**src/pkg/lcd_pkg.sv**
```systemverilog
package lcd_pkg;

    localparam int NCH = 4;
    localparam int CH_W = 2;
    localparam int CNT_W = 16;
    localparam int AMP_W = 16;
    localparam int MS_W = 8;
    localparam int CYC_W = 10;

    // Alignment cause bit positions
    localparam int CAUSE_W = 7;
    localparam int CA_MEAS = 0;
    localparam int CA_NORM = 1;
    localparam int CA_PARTNER = 2;
    localparam int CA_HOLD = 3;
    localparam int CA_USER = 4;
    localparam int CA_SYNC = 5;
    localparam int CA_MON = 6;

    // Reset cause bit positions
    localparam int RC_W = 4;
    localparam int RC_POR = 0;
    localparam int RC_BUTTON = 1;
    localparam int RC_PARAM = 2;
    localparam int RC_WDOG = 3;
    localparam logic [RC_W-1:0] RST_CAUSE_POR = 4'h1;

    localparam logic [15:0] IND_STEP_UH = 16'h000a;

    localparam int CLK_HZ = 25_000_000;
    localparam int MS_CYCLES_DEF = CLK_HZ / 1000;
    localparam int LED_HZ_X10 = 5;
    localparam int LED_HALF_DEF = (CLK_HZ * 10) / (2 * LED_HZ_X10);
    localparam int LOSS_MS = 20;
    localparam int LOSS_DEF = LOSS_MS * MS_CYCLES_DEF;
    localparam logic [CYC_W-1:0] CYCLE_MAX_MS = 10'h008;

    // Sync line gaps between slots, in clock cycles
    localparam logic [31:0] GAP_SLOT = 32'h0000_0002;
    localparam logic [31:0] GAP_FRAME = 32'h0000_0006;
    localparam logic [31:0] FRAME_MIN = 32'h0000_0004;

    typedef enum logic [1:0] {SL_MEAS, SL_WAIT, SL_GAP} lcd_slot_e;

    typedef struct packed {
        logic occ;
        logic err;
        logic hist;
        logic [CNT_W-1:0] align_cnt;
        logic [CNT_W-1:0] hold_cnt;
        logic [CAUSE_W-1:0] cause;
        logic [AMP_W-1:0] amp_max;
        logic [AMP_W-1:0] last_peak;
        logic [15:0] ind_10uh;
    } lcd_chan_diag_s;

    typedef struct packed {
        logic [CNT_W-1:0] rst_cnt;
        logic [RC_W-1:0] rst_cause;
        logic [CYC_W-1:0] cycle_ms;
        logic synced;
        logic leader;
    } lcd_dev_diag_s;

endpackage

```
**src/rtl/lcd_diag_sync.sv**
```systemverilog
`timescale 1ns/1ps
module lcd_diag_sync #(
    parameter int MS_CYCLES = lcd_pkg::MS_CYCLES_DEF,
    parameter int LED_HALF_CYCLES = lcd_pkg::LED_HALF_DEF,
    parameter int LOSS_CYCLES = lcd_pkg::LOSS_DEF
)(
    input wire logic clk_i,
    input wire logic resetn_i,
    input wire logic ce_i,
    input wire logic [lcd_pkg::NCH-1:0][lcd_pkg::AMP_W-1:0] amp_i,
    input wire logic [lcd_pkg::NCH-1:0][lcd_pkg::AMP_W-1:0] thr_i,
    input wire logic [lcd_pkg::NCH-1:0] err_i,
    input wire logic [lcd_pkg::NCH-1:0][15:0] ind_uh_i,
    input wire logic [lcd_pkg::NCH-1:0][lcd_pkg::MS_W-1:0] meas_ms_i,
    input wire logic hold_inf_i,
    input wire logic [lcd_pkg::NCH-1:0] hold_exc_i,
    input wire logic [lcd_pkg::NCH-1:0] meas_exc_i,
    input wire logic [lcd_pkg::NCH-1:0] norm_low_i,
    input wire logic [lcd_pkg::NCH-1:0] user_align_i,
    input wire logic [lcd_pkg::NCH-1:0] stuck_i,
    input wire logic cnt_clear_i,
    input wire logic req_i,
    input wire logic leader_en_i,
    input wire logic soft_rst_i,
    input wire logic [lcd_pkg::RC_W-1:0] soft_cause_i,
    input wire logic sync_i,
    output logic sync_o,
    output logic sync_oe_o,
    output logic [lcd_pkg::NCH-1:0] occ_o,
    output logic [lcd_pkg::NCH-1:0] align_o,
    output logic [lcd_pkg::NCH-1:0] recal_o,
    output logic [lcd_pkg::CH_W-1:0] meas_ch_o,
    output logic function_indicator_led_o,
    output logic leader_o,
    output logic synced_o,
    output logic cycle_long_o,
    output logic valid_o,
    output lcd_pkg::lcd_chan_diag_s [lcd_pkg::NCH-1:0] diag_o,
    output lcd_pkg::lcd_dev_diag_s dev_o
);
    import lcd_pkg::*;

    ////////////////////////////////////////////////////////////////////////
    // Sync line and measurement slot sequencer

    logic sync_m;
    logic sync_s;
    logic sync_q;
    lcd_slot_e state;
    logic [CH_W-1:0] ch;
    logic [31:0] timer;
    logic synced;
    logic leader;
    logic sync_align;
    logic [2:0] drv_hist;

    always_ff @(posedge clk_i or negedge resetn_i)
    begin
        if (!resetn_i)
        begin
            sync_m <= 1'b1;
            sync_s <= 1'b1;
            sync_q <= 1'b1;
            drv_hist <= '0;
        end
        else if (ce_i)
        begin
            sync_m <= sync_i;
            sync_s <= sync_m;
            sync_q <= sync_s;
            drv_hist <= {drv_hist[1:0], sync_oe_o};
        end
    end

    wire coupled = leader | synced;
    wire sync_fall = sync_q & ~sync_s;
    wire [31:0] slot_len = 32'(meas_ms_i[ch]) * 32'(MS_CYCLES);
    wire meas_done = (state == SL_MEAS) && (timer + 32'h0000_0001 >= slot_len);
    wire last_ch = (ch == CH_W'(NCH - 1));
    wire [31:0] gap_len = last_ch ? GAP_FRAME : GAP_SLOT;
    wire lead_go = leader && (state == SL_GAP) && (timer + 32'h0000_0001 >= gap_len);
    wire foll_go = synced && (state == SL_GAP) && !sync_s;
    wire [CH_W-1:0] foll_ch = (timer >= FRAME_MIN) ? '0 : CH_W'(ch + 1'b1);
    wire lost = synced && (state == SL_GAP) && sync_s && (timer >= 32'(LOSS_CYCLES));
    // A unit that has just left the leader role still sees its own last edge
    // in the synchroniser; it must not follow that echo of itself.
    wire acquire = !leader && !synced && sync_fall && !(|drv_hist);
    wire frame_go = (lead_go && last_ch) || (foll_go && foll_ch == '0)
        || (!coupled && meas_done && last_ch);

    // Each coupled unit holds the line low while measuring; the wired line
    // rises only when the slowest detector finishes its slot.
    assign sync_oe_o = coupled && (state == SL_MEAS);
    assign sync_o = 1'b0;
    assign meas_ch_o = ch;
    assign leader_o = leader;
    assign synced_o = synced;

    always_ff @(posedge clk_i or negedge resetn_i)
    begin
        if (!resetn_i)
        begin
            state <= SL_MEAS;
            ch <= '0;
            timer <= 32'h0000_0000;
            synced <= 1'b0;
            leader <= 1'b0;
            sync_align <= 1'b0;
        end
        else if (ce_i)
        begin
            // Leader role change counts no alignment; acquiring or losing sync counts an alignment
            leader <= leader_en_i & (leader | ~synced);
            sync_align <= acquire | lost;
            if (acquire)
                synced <= 1'b1;
            else if (lost)
                synced <= 1'b0;
            if (acquire)
            begin
                state <= SL_MEAS;
                ch <= '0;
                timer <= 32'h0000_0000;
            end
            else if (!coupled && state != SL_MEAS)
            begin
                state <= SL_MEAS;
                timer <= 32'h0000_0000;
            end
            else
            begin
                unique case (state)
                    SL_MEAS:
                    begin
                        if (meas_done)
                        begin
                            timer <= 32'h0000_0000;
                            if (coupled)
                                state <= SL_WAIT;
                            else
                                ch <= CH_W'(ch + 1'b1);
                        end
                        else
                            timer <= timer + 32'h0000_0001;
                    end
                    SL_WAIT:
                    begin
                        if (sync_s)
                        begin
                            state <= SL_GAP;
                            timer <= 32'h0000_0000;
                        end
                    end
                    SL_GAP:
                    begin
                        timer <= timer + 32'h0000_0001;
                        if (lead_go || foll_go)
                        begin
                            state <= SL_MEAS;
                            timer <= 32'h0000_0000;
                            ch <= lead_go ? CH_W'(ch + 1'b1) : foll_ch;
                        end
                    end
                endcase
            end
        end
    end

    ////////////////////////////////////////////////////////////////////////
    // Per-channel diagnostics

    logic [NCH-1:0] own_ev;
    logic [NCH-1:0] align_now;
    logic [NCH:0][CYC_W-1:0] psum;
    lcd_chan_diag_s [NCH-1:0] live;

    assign psum[0] = '0;

    for (genvar i = 0; i < NCH; i++)
    begin : g_ch
        localparam int P = i ^ 1;
        logic occ;
        logic err;
        logic hist;
        logic [CNT_W-1:0] acnt;
        logic [CNT_W-1:0] hcnt;
        logic [CAUSE_W-1:0] cause;
        logic [CAUSE_W-1:0] own_c;
        logic [AMP_W-1:0] amax;
        logic [AMP_W-1:0] prun;
        logic [AMP_W-1:0] plast;
        logic [15:0] ind;

        wire hold_ev = hold_exc_i[i] & ~hold_inf_i;
        wire over = amp_i[i] > thr_i[i];
        wire [AMP_W-1:0] pk = (amp_i[i] > prun) ? amp_i[i] : prun;

        always_comb
        begin
            own_c = '0;
            own_c[CA_MEAS] = meas_exc_i[i];
            own_c[CA_NORM] = norm_low_i[i];
            own_c[CA_HOLD] = hold_ev;
            own_c[CA_USER] = user_align_i[i];
            own_c[CA_SYNC] = sync_align;
            own_c[CA_MON] = stuck_i[i] | stuck_i[P];
        end

        assign own_ev[i] = |own_c;
        assign align_now[i] = own_ev[i] | own_ev[P];
        wire [CAUSE_W-1:0] next_c = own_c | (CAUSE_W'(own_ev[P]) << CA_PARTNER);
        assign psum[i+1] = psum[i] + CYC_W'(meas_ms_i[i]);

        always_ff @(posedge clk_i or negedge resetn_i)
        begin
            if (!resetn_i)
            begin
                occ <= 1'b0;
                err <= 1'b0;
                hist <= 1'b0;
                acnt <= '0;
                hcnt <= '0;
                cause <= '0;
                amax <= '0;
                prun <= '0;
                plast <= '0;
                ind <= '0;
            end
            else if (ce_i)
            begin
                occ <= over;
                err <= err_i[i];
                hist <= hist | err_i[i];
                // A new event in the clear cycle survives the clear
                acnt <= (cnt_clear_i ? '0 : acnt) + CNT_W'(align_now[i]);
                hcnt <= (cnt_clear_i ? '0 : hcnt) + CNT_W'(hold_ev);
                cause <= (cnt_clear_i ? '0 : cause) | next_c;
                if (align_now[i] || cnt_clear_i)
                    amax <= '0;
                else if (amp_i[i] > amax)
                    amax <= amp_i[i];
                prun <= over ? pk : '0;
                if (cnt_clear_i)
                    plast <= '0;
                else if (occ && !over)
                    plast <= prun;
                ind <= 16'(ind_uh_i[i] / IND_STEP_UH);
            end
        end

        assign live[i] = '{occ: occ, err: err, hist: hist, align_cnt: acnt,
            hold_cnt: hcnt, cause: cause, amp_max: amax, last_peak: plast,
            ind_10uh: ind};
        assign occ_o[i] = occ;
    end

    ////////////////////////////////////////////////////////////////////////
    // Device values, LED, outputs and snapshot

    logic [CNT_W-1:0] rst_cnt;
    logic [RC_W-1:0] rst_cause;
    logic [31:0] frame_cyc;
    logic [CYC_W-1:0] cyc_meas;
    logic [31:0] led_cnt;
    logic led_ph;

    wire [CYC_W-1:0] cyc_ms = coupled ? cyc_meas : psum[NCH];
    wire lcd_dev_diag_s dev_live = '{rst_cnt: rst_cnt, rst_cause: rst_cause,
        cycle_ms: cyc_ms, synced: synced, leader: leader};

    always_ff @(posedge clk_i or negedge resetn_i)
    begin
        if (!resetn_i)
        begin
            rst_cnt <= '0;
            rst_cause <= RST_CAUSE_POR;
            frame_cyc <= 32'h0000_0000;
            cyc_meas <= '0;
            led_cnt <= 32'h0000_0000;
            led_ph <= 1'b0;
            function_indicator_led_o <= 1'b0;
            align_o <= '0;
            recal_o <= '0;
            cycle_long_o <= 1'b0;
            valid_o <= 1'b0;
            diag_o <= '0;
            dev_o <= '0;
        end
        else if (ce_i)
        begin
            rst_cnt <= (cnt_clear_i ? '0 : rst_cnt) + CNT_W'(soft_rst_i);
            if (soft_rst_i)
                rst_cause <= soft_cause_i;
            else if (cnt_clear_i)
                rst_cause <= '0;
            // Measured frame length covers the slowest detector of each slot
            if (frame_go)
            begin
                cyc_meas <= CYC_W'(frame_cyc / 32'(MS_CYCLES));
                frame_cyc <= 32'h0000_0001;
            end
            else
                frame_cyc <= frame_cyc + 32'h0000_0001;
            // Phase restarts on acquisition so followers line up with the leader
            if (!coupled || sync_align || led_cnt + 32'h0000_0001 >= 32'(LED_HALF_CYCLES))
                led_cnt <= 32'h0000_0000;
            else
                led_cnt <= led_cnt + 32'h0000_0001;
            if (!coupled || sync_align)
                led_ph <= 1'b0;
            else if (led_cnt + 32'h0000_0001 >= 32'(LED_HALF_CYCLES))
                led_ph <= ~led_ph;
            function_indicator_led_o <= coupled ? (led_ph ^ leader) : 1'b1;
            align_o <= align_now;
            recal_o <= norm_low_i;
            cycle_long_o <= cyc_ms > CYCLE_MAX_MS;
            valid_o <= req_i;
            if (req_i)
            begin
                diag_o <= live;
                dev_o <= dev_live;
            end
        end
    end

    ////////////////////////////////////////////////////////////////////////
    // Assertions

    occ_follows_amp_a: assert property (@(posedge clk_i) disable iff (!resetn_i)
        ce_i |=> occ_o[0] == $past(amp_i[0] > thr_i[0]))
        else $error("occupied flag does not follow threshold compare");
    hist_sticky_a: assert property (@(posedge clk_i) disable iff (!resetn_i)
        live[0].hist |=> live[0].hist)
        else $error("error history cleared without power-on reset");
    pair_align_a: assert property (@(posedge clk_i) disable iff (!resetn_i)
        own_ev[0] |-> align_now[1] && align_now[0])
        else $error("partner channel not aligned");
    hold_inf_a: assert property (@(posedge clk_i) disable iff (!resetn_i)
        ce_i && hold_inf_i && !cnt_clear_i |=> $stable(live[0].hold_cnt))
        else $error("hold counter moved with infinite hold time");
    align_count_a: assert property (@(posedge clk_i) disable iff (!resetn_i)
        ce_i && align_now[0] && !cnt_clear_i
        |=> live[0].align_cnt == CNT_W'($past(live[0].align_cnt) + 1'b1))
        else $error("alignment not counted");
    leader_refuse_a: assert property (@(posedge clk_i) disable iff (!resetn_i)
        synced |-> !leader)
        else $error("leader role taken while synchronised");
    clear_cnt_a: assert property (@(posedge clk_i) disable iff (!resetn_i)
        ce_i && cnt_clear_i && !soft_rst_i |=> rst_cnt == '0 && live[0].amp_max == '0)
        else $error("counters not cleared");
    snapshot_a: assert property (@(posedge clk_i) disable iff (!resetn_i)
        ce_i && req_i |=> valid_o && diag_o == $past(live) && dev_o == $past(dev_live))
        else $error("snapshot does not match live values");
    follow_slot_a: assert property (@(posedge clk_i) disable iff (!resetn_i)
        ce_i && foll_go && !acquire |=> state == SL_MEAS && timer == 32'h0000_0000)
        else $error("follower did not start slot on leader edge");

endmodule

```
**config.mk**
```make
export PLATFORM = sky130hd
export DESIGN_NAME = lcd_diag_sync
export DESIGN_NICKNAME = d
export VERILOG_FILES = /design/src/pkg/lcd_pkg.sv /design/src/rtl/lcd_diag_sync.sv
export SDC_FILE = /design/constraint.sdc
export NUM_CORES = 2
export LEC_CHECK = 0
export CORE_MARGIN = 3
export CORE_UTILIZATION = 35
export CTS_CLUSTER_SIZE = 30
export DETAILED_ROUTE_END_ITERATION = 6
export DONT_BUFFER_PORTS = 1
export MAX_ROUTING_LAYER = met4
export PLACE_DENSITY = 0.58
export SYNTH_ARGS = -nofsm -noshare
export SYNTH_HDL_FRONTEND = slang
export SYNTH_SLANG_ARGS = --single-unit
```
**constraint.sdc**
```tcl
create_clock -name clk_i -period 19.5 [get_ports clk_i]
set_clock_uncertainty 0.2 [all_clocks]
set_input_delay 3.9 -clock clk_i [delete_from_list [all_inputs] [get_ports clk_i]]
set_output_delay 3.9 -clock clk_i [all_outputs]
set_load 0.02 [all_outputs]
```
==> metrics.md <==
| Metric | Value |
|---|---|
| Status | `finished, violations left` |
| Violations in the final reports | `design-rule violations, max-slew violations` |
| Setup CP Type | `reg -> reg` |
| Sum Neg Setup Slack | `0 ps` |
| Arrival @ worst endpoint | `18710 ps` |
| Cell area after layout | `0.0663 sq mm` |
| R2R Path Start | `frame_cyc[28]` |
| FF-to-FF End | `cyc_meas[0]` |
| Rel. slew slack | `-4.89%` |
| Residual DRC | `1` |
| Synthesis warning total | `0` |
| DR vias | `48.7k` |
| Syn Inst Count | `6483` |
| Worst setup EP type | `flop` |
| Overflow after GRT | `0` |
| # rows | `151` |
| Num CTS Buffers | `107` |
| DP HPWL | `131000 um` |
| Critical Path Source Type | `flop` |
| Hold Crit Class | `reg -> reg` |
| Commonest non-fill, non-tap cells in the layout | `dfrtp_1, nand2_1, o21ai_0` |
| Port Buffer Count | `0` |
| Worst-margin pin slew | `1570 ps` |
| Ports | `674` |
| Total routed wirelength | `180000 um` |
| Fin. Hold Viols | `0` |
| CTS tree | `yes` |
| Post-CTS setup buffer count | `0` |
| Hold_buf cts | `0` |
| Commonest non-fill, non-tap cell in the layout | `dfrtp_1` |
| WP data required | `19970 ps` |
| H-tree depth | `3` |
| FF-to-FF path depth | `59` |
| # fillers | `16.8k` |
| Post-CTS sizing | `0` |
| Placer Congestion | `0.899` |
| Register area share after synthesis | `39.2%` |
| Post-Syn Area | `0.0601 sq mm` |
| Clk pin slew, worst setup/hold paths | `60 ps` |
| Unrepaired setup endpoints after global routing | `no` |
| Placed inst area | `0.0625 sq mm` |
| Drt wl/cell | `20.7 um` |
| Core box area | `0.170 sq mm` |
| Most used DFF post-synth | `dfrtp_1` |
| Initial Util | `35.3%` |
| Crit path from | `frame_cyc[28]` |
| CTS max path bufs | `3` |
| Final #Nets | `6987` |
| Distinct cells, synth | `145` |
| Worst path max stage delay | `670 ps` |
| Largest net degree at the start of global routing | `942` |
| Detailed router's first-iteration violation count | `3717` |
| First-pass DRT Iterations | `7` |
| Die W | `420 um` |
| Final period utilization | `93.5%` |
| Seq cells post-synth | `941` |
| Initial antenna violation count | `9` |
| Crit path time final | `18240 ps` |
| CP Max Fanout | `14` |
| FF-to-FF setup slack | `1260 ps` |
| Clock network latency to the later pin of the worst-skew pair | `760 ps` |
| Clk root buf | `clkbuf_16` |
| Routed Antenna Nets | `0` |
| Asr flop ratio synth | `100%` |
| Pins Over Slew Limit | `52` |
| Area of the die | `0.177 sq mm` |
| Critical path capture point | `cyc_meas[0]` |
| Setup violators final | `0` |
| Die Ht | `420 um` |
| EDFF count, synth | `0` |
| Max-Cap Viols | `0` |
| Worst path most repeated cell | `buf_4` |
| Vias in the first global route | `46.0k` |
| GRT Overall Usage | `20.2%` |
| CP max-delay cell | `or4_1` |
| Clk sinks | `941` |
| Avg Vias per Cell | `5.59` |
| Peak Freq | `54.8 MHz` |
| Syn_area_per_cell | `9.27 sq um` |
| Layout cell share with drive strength beyond 1 | `12.7%` |
| Global-route wire length before repair | `276000 um` |
| Synthesis-to-finish area growth | `10.3%` |
cells in the mapped netlist (113+ instances only):
cell	count	share of area (%)
inv_1	336	2.1
nor2b_1	113	1.2
a22o_1	161	2.3
ha_1	303	6.3
nor3_1	132	1.1
nor2_1	421	2.6
a21oi_1	333	2.8
nand2_1	709	4.4
xnor2_1	174	2.5
nand3_1	173	1.4
dfrtp_1	937	39
clkbuf_1	252	1.6
o21ai_0	492	4.1
mux2_2	355	6.7
layer usage:
metal / vias to the layer above / part of all wire [%] / track usage [%]
met5: - / 0 / -
met4: 0 / 4.5 / 8.49
met3: 263 / 4.7 / 3.19
met2: 1086 / 48 / 32.5
met1: 24100 / 43 / 25.2
li1: 23200 / - / -
worst max-delay path: cells and delay by family, from the launching register on:
family	cells	cell delay [ps]
simple gates	14	4640
compound gates	32	9320
mux	3	1040
flops	1	540
buf+inv	5	1160
xor+xnor	5	1240
registers in the layout, summed over array words and instances, names as in the netlist, 52 cells and up:
signal and count:
g_ch.ind 52, g_ch.acnt 64, diag_o 348, g_ch.plast 64
g_ch.prun 64, g_ch.amax 64, g_ch.hcnt 64
cell families (layout without fill, tap and decap cells):
logic type	after synthesis	in the layout	synth area share [%]
multiplexers	444	444	8.40
XOR/XNOR	287	287	4.27
other	1	20	0.00624
AND/OR/NAND/NOR	2020	2020	16.1
flip-flops	941	941	39.2
AO/OA/AOI/OAI	1756	1756	19.9
buffers and inverters	681	665	4.51
adder cells (fa/ha/maj)	353	353	7.61
layout make-up:
cell class / instances / area, sq um / area share (%)
Antenna cell: 7 / 17.5 / 0.0264
Clock buffer: 148 / 3020 / 4.56
Clock inverter: 45 / 592 / 0.893
Inverter: 342 / 1280 / 1.94
Multi-Input combinational cell: 4873 / 34000 / 51.2
Sequential cell: 941 / 23600 / 35.5
Tap cell: 2218 / 2780 / 4.19
Timing Repair Buffer: 130 / 1070 / 1.61
worst min path at each step:
stage / slack (ps) / endpoint / start / cells after the start
after global routing: 270 / g_ch[3].hist / g_ch[3].hist / 1
after floorplan: 220 / g_ch[0].hist / g_ch[0].hist / 1
after CTS: 250 / g_ch[2].hist / g_ch[2].hist / 1
after detailed placement: 240 / g_ch[2].hist / g_ch[2].hist / 1
after global placement: 230 / g_ch[2].hist / g_ch[2].hist / 1
final: 250 / g_ch[0].hist / g_ch[0].hist / 1
through the flow:
| step | util [%] | cells | hold slack, ps | setup WS [ps] |
|---|---|---|---|---|
| floorplan | - | 6495 | 224 | 4430 |
| finish | 39.0 | 8704 | 252 | 1260 |
| CTS | 38.9 | 8693 | 253 | 1060 |
| global placement | 36.8 | 8500 | 235 | 1260 |
| detailed placement | 36.8 | 8500 | 241 | 1060 |
| global route | 39.0 | 8704 | 272 | 138 |
Power is left out: the tool's default activity adds up to more than one toggle a clock period on the data nets, which glitch-free logic cannot reach.
